===== config.mk =====
export PLATFORM = sky130hd
export DESIGN_NAME = ppsd_port
export DESIGN_NICKNAME = d
export VERILOG_FILES = /design/src/ppsd_pkg.sv /design/src/ppsd_sense.sv /design/src/ppsd_port.sv
export SDC_FILE = /design/constraint.sdc
export NUM_CORES = 1
export LEC_CHECK = 0
export BUFFER_PORTS_ARGS = -buffer_cell sky130_fd_sc_hd__buf_2
export CAP_MARGIN = 30
export CORE_AREA = 2 2 139 141
export DETAILED_ROUTE_END_ITERATION = 8
export DIE_AREA = 0 0 141 143
export PLACE_DENSITY = 0.81
export SLEW_MARGIN = 20
export SYNTH_ARGS = -nofsm -noshare
export SYNTH_HDL_FRONTEND = slang
export SYNTH_SLANG_ARGS = --single-unit

===== constraint.sdc =====
create_clock -name clk -period 3.12 [get_ports clk]
set_input_delay 0.624 -clock clk [delete_from_list [all_inputs] [get_ports clk]]
set_output_delay 0.624 -clock clk [all_outputs]
set_load 0.01 [all_outputs]

===== src/ppsd_pkg.sv =====
// ----------------------------------------
// Port pin sense and direction constants
// ----------------------------------------
package ppsd_pkg;

  localparam int unsigned NPIN   = 8;     // Pins per port
  localparam int unsigned ADDR_W = 8;     // Register address width
  localparam int unsigned DATA_W = 8;     // Register data width

  // ----------------------------------------
  // Register offsets
  // ----------------------------------------
  localparam logic [7:0] OFS_DIR      = 8'h00;  // Direction
  localparam logic [7:0] OFS_DIR_SET  = 8'h01;  // Direction set alias
  localparam logic [7:0] OFS_DIR_CLR  = 8'h02;  // Direction clear alias
  localparam logic [7:0] OFS_DIR_TGL  = 8'h03;  // Direction toggle alias
  localparam logic [7:0] OFS_IRQ_EN   = 8'h09;  // Interrupt enables
  localparam logic [7:0] OFS_MASK_A   = 8'h0a;  // Interrupt A pin mask
  localparam logic [7:0] OFS_MASK_B   = 8'h0b;  // Interrupt B pin mask
  localparam logic [7:0] OFS_FLAGS    = 8'h0c;  // Interrupt flags
  localparam logic [7:0] OFS_CFG_BASE = 8'h10;  // Pin config, pin 0
  localparam logic [7:0] OFS_CFG_MASK = 8'h20;  // Multi-pin config mask
  localparam logic [7:0] OFS_OUTSEL   = 8'h21;  // Clock/event output
  localparam logic [7:0] OFS_VMAP     = 8'h30;  // Virtual port map 0..3
  localparam logic [7:0] OFS_VWIN     = 8'h40;  // Virtual window base
  localparam logic [7:0] OFS_NONE     = 8'hff;  // Decoder miss

  // ----------------------------------------
  // Field positions and codes
  // ----------------------------------------
  localparam int unsigned CFG_SNS_LSB = 0;      // Sense field low bit
  localparam int unsigned CFG_INV_BIT = 6;      // Inverted input bit
  localparam int unsigned OSEL_PIN_LSB = 0;     // Output pin select
  localparam int unsigned OSEL_EVT_BIT = 6;     // Event channel 0 out
  localparam int unsigned OSEL_CLK_BIT = 7;     // Clock out
  localparam int unsigned FULL_ASYNC_PIN = 2;   // Full async pin
  localparam logic [2:0] SNS_BOTH = 3'h0;       // Any edge
  localparam logic [2:0] SNS_RISE = 3'h1;       // Rising edge
  localparam logic [2:0] SNS_FALL = 3'h2;       // Falling edge
  localparam logic [2:0] SNS_LOW  = 3'h3;       // Low level
  localparam logic [7:0] RST_BYTE = 8'h00;      // Register reset value
  localparam logic [7:0] PORT_ID  = 8'h01;      // Arbitrary port number

endpackage : ppsd_pkg


===== src/ppsd_sense.sv =====
`timescale 1ns/10ps
`default_nettype none
// ----------------------------------------
// Per-pin sense evaluation
// ----------------------------------------
module ppsd_sense #(
  parameter bit FULL_ASYNC = 1'b0
) (
  input  wire logic       clk,
  input  wire logic       rst_n,
  input  wire logic       cur,
  input  wire logic       prev_run,
  input  wire logic       prev_all,
  input  wire logic       clk_run,
  input  wire logic [2:0] sense,
  output logic            irq_hit,
  output logic            evt_sig,
  output logic            wake
);
  import ppsd_pkg::*;

  logic latch_ff;     // Edge caught while clock stopped
  logic rise_r;       // Rise against last clocked sample
  logic fall_r;       // Fall against last clocked sample
  logic edge_a;       // Edge against every-cycle sample
  logic low;          // Low-level match

  // Pick the condition named by the sense code
  function automatic logic sel(input logic [2:0] s, input logic r,
                               input logic f, input logic l);
    unique case (s)
      SNS_BOTH: sel = r | f;
      SNS_RISE: sel = r;
      SNS_FALL: sel = f;
      SNS_LOW:  sel = l;
      default:  sel = 1'b0;  // Unused codes sense nothing
    endcase
  endfunction : sel

  always_comb begin
    rise_r = !prev_run & cur;
    fall_r = prev_run & !cur;
    edge_a = sel(sense, !prev_all & cur, prev_all & !cur, 1'b0);
    low    = (sense == SNS_LOW) & !cur;
  end

  // Only the full async pin latches a transient edge; others lose it
  always_ff @(posedge clk) begin
    if (!rst_n || !FULL_ASYNC || clk_run) begin
      latch_ff <= 1'b0;
    end else if (edge_a) begin
      latch_ff <= 1'b1;
    end
  end

  // Edges count only once sampled on the running clock
  assign irq_hit = clk_run & (sel(sense, rise_r, fall_r, !cur)
                              | latch_ff);
  // Events never appear while the clock is stopped
  assign evt_sig = clk_run & sel(sense, rise_r, fall_r, cur);
  // Limited pins wake on any-edge or low only; a reverted edge is lost
  assign wake = !clk_run & (FULL_ASYNC ? (latch_ff | low)
              : (((sense == SNS_BOTH) & (cur != prev_run)) | low));

endmodule : ppsd_sense
`default_nettype wire


===== src/ppsd_port.sv =====
`timescale 1ns/10ps
`default_nettype none
module ppsd_port (
  input  wire logic                     clk,
  input  wire logic                     rst_n,
  input  wire logic [ppsd_pkg::ADDR_W-1:0] reg_addr,
  input  wire logic [ppsd_pkg::DATA_W-1:0] reg_wdata,
  input  wire logic                     reg_wr,
  input  wire logic                     reg_rd,
  output logic [ppsd_pkg::DATA_W-1:0]   reg_rdata,
  input  wire logic [ppsd_pkg::NPIN-1:0] pin_in,
  output logic [ppsd_pkg::NPIN-1:0]     pin_out,
  output logic [ppsd_pkg::NPIN-1:0]     pin_oe,
  input  wire logic [ppsd_pkg::NPIN-1:0] port_out_val,
  input  wire logic                     clk_run,
  input  wire logic [ppsd_pkg::NPIN-1:0] ovr_oe_en,
  input  wire logic [ppsd_pkg::NPIN-1:0] ovr_oe_val,
  input  wire logic [ppsd_pkg::NPIN-1:0] ovr_out_en,
  input  wire logic [ppsd_pkg::NPIN-1:0] ovr_out_val,
  input  wire logic                     evt_ch0,
  output logic                          irq_a,
  output logic                          irq_b,
  output logic                          wake_req,
  output logic [ppsd_pkg::NPIN-1:0]     evt_sig,
  output logic [ppsd_pkg::NPIN-1:0]     evt_data
);
  import ppsd_pkg::*;

  // ----------------------------------------
  // Storage
  // ----------------------------------------
  logic [NPIN-1:0] dir_ff;             // Pin direction
  logic [1:0]      irq_en_ff;          // Interrupt enables, A in bit 0
  logic [NPIN-1:0] mask_a_ff;          // Pins feeding interrupt A
  logic [NPIN-1:0] mask_b_ff;          // Pins feeding interrupt B
  logic [1:0]      flag_ff;            // Sticky interrupt flags
  logic [7:0]      cfg_ff [NPIN];      // Per-pin configuration
  logic [NPIN-1:0] cfg_mask_ff;        // Multi-pin config mask
  logic [7:0]      osel_ff;            // Clock/event output select
  logic [7:0]      vmap_ff [4];        // Virtual port map
  logic [NPIN-1:0] sync1_ff;           // Synchroniser, first stage
  logic [NPIN-1:0] sync2_ff;           // Synchroniser, second stage
  logic [NPIN-1:0] prev_run_ff;        // Sample on running clock
  logic [NPIN-1:0] prev_all_ff;        // Sample on every edge
  logic            clk_div_ff;         // Clock image for the pin
  logic [7:0]      eff;                // Decoded register offset
  logic [7:0]      nxt_rdata;          // Read mux
  logic [NPIN-1:0] val;                // Pin value after inversion
  logic [NPIN-1:0] hit;                // Interrupt condition per pin
  logic [NPIN-1:0] esig;               // Signal event per pin
  logic [NPIN-1:0] wk;                 // Wake request per pin
  logic [NPIN-1:0] cfg_tgt;            // Pins hit by a config write
  logic [1:0]      flag_set;           // Flag set this cycle
  logic [1:0]      flag_clr;           // Flag clear this cycle
  logic [NPIN-1:0] nxt_out;            // Pin drive value
  logic [NPIN-1:0] nxt_oe;             // Pin drive enable

  // ----------------------------------------
  // Address decode
  // ----------------------------------------
  // Virtual window folds onto the real direction group
  function automatic logic [7:0] decode(input logic [7:0] a,
                                        input logic [7:0] m0, input logic [7:0] m1,
                                        input logic [7:0] m2, input logic [7:0] m3);
    logic [7:0] m;
    m = m0;
    unique case (a[3:2])
      2'h0: m = m0;
      2'h1: m = m1;
      2'h2: m = m2;
      2'h3: m = m3;
    endcase
    if (a[7:4] != OFS_VWIN[7:4]) begin
      decode = a;                                 // Plain access
    end else if (m == PORT_ID) begin
      decode = {6'h00, a[1:0]};
    end else begin
      decode = OFS_NONE;                          // Other port owns it
    end
  endfunction : decode

  assign eff = decode(reg_addr, vmap_ff[0], vmap_ff[1], vmap_ff[2], vmap_ff[3]);

  // ----------------------------------------
  // Direction register and aliases
  // ----------------------------------------
  always_ff @(posedge clk) begin
    if (!rst_n) begin
      dir_ff <= RST_BYTE;
    end else if (reg_wr) begin
      unique case (eff)
        OFS_DIR:    dir_ff <= reg_wdata;
        OFS_DIR_SET: dir_ff <= dir_ff | reg_wdata;
        OFS_DIR_CLR: dir_ff <= dir_ff & ~reg_wdata;
        OFS_DIR_TGL: dir_ff <= dir_ff ^ reg_wdata;
        default: ;                                       // Not ours
      endcase
    end
  end

  // ----------------------------------------
  // Interrupt control registers
  // ----------------------------------------
  always_ff @(posedge clk) begin
    if (!rst_n) begin
      irq_en_ff <= 2'h0;
      mask_a_ff <= RST_BYTE;
      mask_b_ff <= RST_BYTE;
    end else if (reg_wr) begin
      if (eff == OFS_IRQ_EN) irq_en_ff <= reg_wdata[1:0];
      if (eff == OFS_MASK_A) mask_a_ff <= reg_wdata;
      if (eff == OFS_MASK_B) mask_b_ff <= reg_wdata;
    end
  end

  // Set wins over write-one-to-clear so no event is lost
  always_comb begin
    flag_set[0] = |(hit & mask_a_ff);
    flag_set[1] = |(hit & mask_b_ff);
    flag_clr    = (reg_wr && eff == OFS_FLAGS) ? reg_wdata[1:0] : 2'h0;
  end

  always_ff @(posedge clk) begin
    if (!rst_n) begin
      flag_ff <= 2'h0;
    end else begin
      flag_ff <= (flag_ff & ~flag_clr) | flag_set;
    end
  end

  // Request only reaches the controller once enabled
  always_ff @(posedge clk) begin
    if (!rst_n) begin
      irq_a <= 1'b0;
      irq_b <= 1'b0;
    end else begin
      irq_a <= flag_ff[0] & irq_en_ff[0];
      irq_b <= flag_ff[1] & irq_en_ff[1];
    end
  end

  // ----------------------------------------
  // Pin configuration with multi-pin mask
  // ----------------------------------------
  always_comb begin
    cfg_tgt = '0;
    if (reg_wr && eff[7:3] == OFS_CFG_BASE[7:3]) begin
      // Empty mask means only the addressed pin
      cfg_tgt = (cfg_mask_ff != '0) ? cfg_mask_ff
                                    : (NPIN'(1) << eff[2:0]);
    end
  end

  always_ff @(posedge clk) begin
    if (!rst_n) begin
      for (int i = 0; i < NPIN; i++) cfg_ff[i] <= RST_BYTE;
    end else begin
      for (int i = 0; i < NPIN; i++) begin
        if (cfg_tgt[i]) cfg_ff[i] <= reg_wdata;
      end
    end
  end

  // Mask is spent by one config write, avoiding stale bulk writes
  always_ff @(posedge clk) begin
    if (!rst_n) begin
      cfg_mask_ff <= RST_BYTE;
    end else if (reg_wr && eff == OFS_CFG_MASK) begin
      cfg_mask_ff <= reg_wdata;
    end else if (cfg_tgt != '0) begin
      cfg_mask_ff <= RST_BYTE;
    end
  end

  // Output select and virtual port map
  always_ff @(posedge clk) begin
    if (!rst_n) begin
      osel_ff <= RST_BYTE;
      for (int k = 0; k < 4; k++) vmap_ff[k] <= RST_BYTE;
    end else if (reg_wr) begin
      if (eff == OFS_OUTSEL) osel_ff <= reg_wdata;
      if (eff[7:2] == OFS_VMAP[7:2]) vmap_ff[eff[1:0]] <= reg_wdata;
    end
  end

  // ----------------------------------------
  // Read path
  // ----------------------------------------
  always_comb begin
    nxt_rdata = 8'h00;                            // Unmapped reads zero
    if (eff[7:2] == OFS_DIR[7:2]) begin
      nxt_rdata = dir_ff;
    end else if (eff[7:3] == OFS_CFG_BASE[7:3]) begin
      nxt_rdata = cfg_ff[eff[2:0]];
    end else if (eff[7:2] == OFS_VMAP[7:2]) begin
      nxt_rdata = vmap_ff[eff[1:0]];
    end else begin
      unique case (eff)
        OFS_IRQ_EN:   nxt_rdata = {6'h00, irq_en_ff};
        OFS_MASK_A:   nxt_rdata = mask_a_ff;
        OFS_MASK_B:   nxt_rdata = mask_b_ff;
        OFS_FLAGS:    nxt_rdata = {6'h00, flag_ff};
        OFS_CFG_MASK: nxt_rdata = cfg_mask_ff;
        OFS_OUTSEL:   nxt_rdata = osel_ff;
        default:      nxt_rdata = 8'h00;
      endcase
    end
  end

  // Data valid only in the cycle after the strobe
  always_ff @(posedge clk) begin
    if (!rst_n) begin
      reg_rdata <= 8'h00;
    end else begin
      reg_rdata <= reg_rd ? nxt_rdata : 8'h00;
    end
  end

  // ----------------------------------------
  // Input sampling and sensing
  // ----------------------------------------
  // Second stage holds the first; nothing else reads stage one
  // Not cleared by reset: tracking the pins avoids a false edge at release
  always_ff @(posedge clk) begin
    sync1_ff <= pin_in;
    sync2_ff <= sync1_ff;
  end

  // Inversion turns low sensing into high sensing
  always_comb begin
    for (int i = 0; i < NPIN; i++) val[i] = sync2_ff[i] ^ cfg_ff[i][CFG_INV_BIT];
  end

  // Clocked sample freezes while stopped, so a reverted edge vanishes
  // Reset loads the live pin value so idle-high pins see no edge
  always_ff @(posedge clk) begin
    prev_all_ff <= val;
    if (!rst_n || clk_run) prev_run_ff <= val;
  end

  for (genvar g = 0; g < NPIN; g++) begin : g_pin
    ppsd_sense #(
      .FULL_ASYNC (g == FULL_ASYNC_PIN)
    ) u_sense (
      .clk      (clk),
      .rst_n    (rst_n),
      .cur      (val[g]),
      .prev_run (prev_run_ff[g]),
      .prev_all (prev_all_ff[g]),
      .clk_run  (clk_run),
      .sense    (cfg_ff[g][CFG_SNS_LSB +: 3]),
      .irq_hit  (hit[g]),
      .evt_sig  (esig[g]),
      .wake     (wk[g])
    );
  end

  // Wake only for pins that feed an interrupt
  always_ff @(posedge clk) begin
    if (!rst_n) begin
      wake_req <= 1'b0;
    end else begin
      wake_req <= |(wk & (mask_a_ff | mask_b_ff));
    end
  end

  // Events, registered
  always_ff @(posedge clk) begin
    if (!rst_n) begin
      evt_sig  <= '0;
      evt_data <= '0;
    end else begin
      evt_sig  <= esig;
      evt_data <= clk_run ? val : '0;
    end
  end

  // ----------------------------------------
  // Pin drive
  // ----------------------------------------
  // Flop-driven, so the clock image is half the clock rate
  always_ff @(posedge clk) begin
    if (!rst_n) begin
      clk_div_ff <= 1'b0;
    end else begin
      clk_div_ff <= !clk_div_ff;
    end
  end

  // Clock/event output first, then peripheral override, then port
  always_comb begin
    for (int i = 0; i < NPIN; i++) begin
      nxt_oe[i]  = ovr_oe_en[i] ? ovr_oe_val[i] : dir_ff[i];
      nxt_out[i] = ovr_out_en[i] ? ovr_out_val[i] : port_out_val[i];
      if (osel_ff[OSEL_PIN_LSB +: 3] == 3'(i)) begin
        if (osel_ff[OSEL_CLK_BIT]) begin
          nxt_oe[i]  = 1'b1;
          nxt_out[i] = clk_div_ff;
        end else if (osel_ff[OSEL_EVT_BIT]) begin
          nxt_oe[i]  = 1'b1;
          nxt_out[i] = evt_ch0;
        end
      end
    end
  end

  always_ff @(posedge clk) begin
    if (!rst_n) begin
      pin_out <= '0;
      pin_oe  <= '0;
    end else begin
      pin_out <= nxt_out;
      pin_oe  <= nxt_oe;
    end
  end
endmodule : ppsd_port
`default_nettype wire


==> flow_metrics.tcl <==
set metrics [dict create \
    grt.overflow.total 0 \
    antenna_left 0 \
    synth_area_leaders "edfxtp_1, dfxtp_1, mux2i_1" \
    dr.pass1.iters 6 \
    synth_common_cells "nor2_1, dfxtp_1, edfxtp_1, nand2_1, inv_1" \
    clk_pin_slew_ps 60 \
    yosysTopAreaCell "edfxtp_1" \
    syn2layout_area_growth_pct 17.2 \
    grt_setup_unrepaired "false" \
    cts_tree "yes" \
    synth_edf_count 104 \
    die_x_um 141 \
    synth.distinct_cells 67 \
    combPwrFrac_pct 8.7 \
    grt_antenna_before_repair 0 \
    arrival_ps 2860 \
    swShare_pct 24.1 \
    drc 0 \
    synth-simple-area-share_pct 17.6 \
    fin_tns_setup_ps 0 \
    grt_pass1_vias 8286 \
    io_buffers 112 \
    critPathCaptureType "flip-flop" \
    drt_iter0_drc 1280 \
    via_per_inst 6.37 \
    wl_per_cell_um 22.3 \
    dp_hpwl_um 21900 \
    synth_compound_area_share_pct 14.2 \
    synth-warning-count 0 \
    dieArea_um2 20200 \
    htree_levels 1 \
    grt_max_degree 38 \
    crit_type "reg -> reg" \
    synth_area_um2 10100 \
    synth_top_flop_cell "dfxtp_1" \
    num_vias 8702 \
    cp_max_fo 15 \
    layout.nets 1220 \
    cts_inserted_buffers 23 \
    cts_resized 0 \
    internal-power_w 0.00502 \
    power_frac_clock_pct 45.0 \
    cts_hold_buf 0 \
    drv_slew 0 \
    dieHeight_um 143 \
    finalClockSkew_ps 14.3 \
    io_pins 113 \
    finalPower_w 0.00662 \
    n_antenna_cell 0 \
    synthesis.nets 1104 \
    grt_use_total_pct 30.1 \
    synth_xor_area_share_pct 0.692 \
    fin_crit_sh_pct 84.2 \
    routed_wl_um 30400 \
    initial_core_util_pct 54.5 \
    row_count 50 \
    required_ps 3360 \
    yosysSeqAreaShare_pct 51.8 \
    synth_most_common_cell "nor2_1" \
    syn_inst 1000 \
    slew_headroom_pct 53.3 \
    async_flop_share_pct 0 \
    root_buffer "clkbuf_16" \
    synth_top_area_share_pct 30.9 \
    cts_setup_buffers 0 \
    cts_buffer_depth 3 \
    worst_pin_slew_ps 681 \
    final_layout_size_suffix_gt1_share_pct 19.2 \
    ys_ff_latch 210 \
    netSwitchingPower_w 0.00160 \
    gp_congestion 1.02 \
    core_region_area_um2 18600 \
    hp-class "in -> reg" \
    setup_viol 0 \
    synth.avg_cell_area_um2 10.1 \
    clk_latency_ps 540 \
    power_density_nw_per_um2 558 \
    leakagePower_nw 4.87 \
    min_period_ps 2630 \
    cts.sinks 210 \
    fmax_ghz 0.381 \
    status "finished clean" \
    grt_pass1_wl_um 46400 \
    final-hold-violation-count 0 \
    pwr-share-seq_pct 46.3 \
    cp-start-kind "flip-flop" \
    synth_top_family_by_area "simple AND/OR/NAND/NOR gates" \
    vdd_drop_max_uv 368 \
    synthAdderAreaFrac_pct 4.20 \
    synthMuxAreaShare_pct 7.08 \
    maxCapViolations 0 \
]
[registers in the layout (all words and copies together), names as in the netlist]
| register | cells |
|---|---|
| mask_b_ff | 8 |
| reg_rdata | 8 |
| wake_req | 1 |
| g_pin.u_sense.latch_ff | 1 |
| prev_run_ff | 8 |
| evt_sig | 8 |
| mask_a_ff | 8 |
| vmap_ff | 32 |
| pin_out | 8 |
| irq_en_ff | 2 |
| osel_ff | 8 |
| dir_ff | 8 |
| cfg_mask_ff | 8 |
| irq_a | 1 |
| prev_all_ff | 1 |
| clk_div_ff | 1 |
| sync1_ff | 8 |
| cfg_ff | 64 |
| irq_b | 1 |
| flag_ff | 2 |
| evt_data | 8 |
| pin_oe | 8 |
| sync2_ff | 8 |
[through the flow]
stage               hold WS (ps)  util, %  setup slack [ps]  cells  area [um^2]
floorplan                    310        -               273   1000        10100
global placement             312     59.2               312   1323        11000
detailed placement           313     59.2               275   1324        11000
CTS                          187     63.8               527   1366        11900
global route                 182     63.9               325   1367        11900
finish                       186     63.9               493   1367        11900
[cell families after synthesis]
kind of cell             count (synthesis)
buffers and inverters                  113
AND/OR/NAND/NOR                        365
multiplexers                            63
adder cells (fa/ha/maj)                 34
AO/OA/AOI/OAI                          207
flip-flops                             210
XOR/XNOR                                 8
[metal layers]
metal	vias up	GRT usage, %	share of wire [%]
met5	-	0	0
met4	0	11.8	3.8
met3	105	6.27	12
met2	584	48.5	46
met1	4136	40.2	38
li1	3877	-	-
[cells in the final DEF (no fill, tap or decap), types with 5 or more instances in the layout]
cell type	count
mux2i_1	51
a21boi_0	16
or3_1	5
buf_4	36
nand3b_1	9
a21oi_1	22
o21ai_1	10
clkinv_2	5
a22oi_1	20
clkbuf_8	5
xor2_1	6
o22ai_1	23
a221oi_1	12
a31oi_1	7
nor2b_1	25
mux2_2	5
nor3_1	36
buf_2	113
mux4_2	6
and2_1	8
nor4_1	8
nor2_1	107
nand2_1	84
ha_1	34
clkbuf_16	28
o2bb2ai_1	5
and3_1	16
o21ai_0	34
a211oi_1	11
o211ai_1	5
edfxtp_1	104
dfxtp_1	106
inv_1	54
o21a_1	6
nand3_1	42
[layout make-up]
cell class              count  area [um^2]
clock buffers              35          778
clock inverters             7         75.1
fillers                  1473         6720
inverters                  54          203
multi-input cells         677         4430
flip-flops and latches    210         5250
well taps                 234          293
repair buffers            150          841
[critical path: stages, from the launching register on]
cell and delay [ps]:
edfxtp_1 410, nor4_1 360, nand4b_1 160, nand4_2 160
buf_4 230, o21a_1 460, a31oi_1 170, o21ai_0 170
buf_4 220
[power groups by stage]
stage                     Combinational [W]  Sequential [W]  Clock, W
after global placement             0.000541         0.00311         0
final                              0.000576         0.00306   0.00298
after detailed placement           0.000558         0.00312         0
after global routing               0.000623         0.00307   0.00310
after floorplan                    0.000337         0.00310         0
after CTS                          0.000564         0.00306   0.00298
[worst paths after layout]
check / from / to / slack (ps) / cells past startpoint
min: pin_in[3] / sync1_ff[3]$_DFF_P_ / 190 / 1
max: vmap_ff[0][2]$_SDFFCE_PN0P_ / cfg_ff[6][0]$_DFFE_PP_ / 490 / 8
max reg2reg: vmap_ff[0][2]$_SDFFCE_PN0P_ / cfg_ff[6][0]$_DFFE_PP_ / 490 / 8
min reg2reg: sync1_ff[5]$_DFF_P_ / sync2_ff[5]$_DFF_P_ / 320 / 0
(Power assumes the default switching activity.)
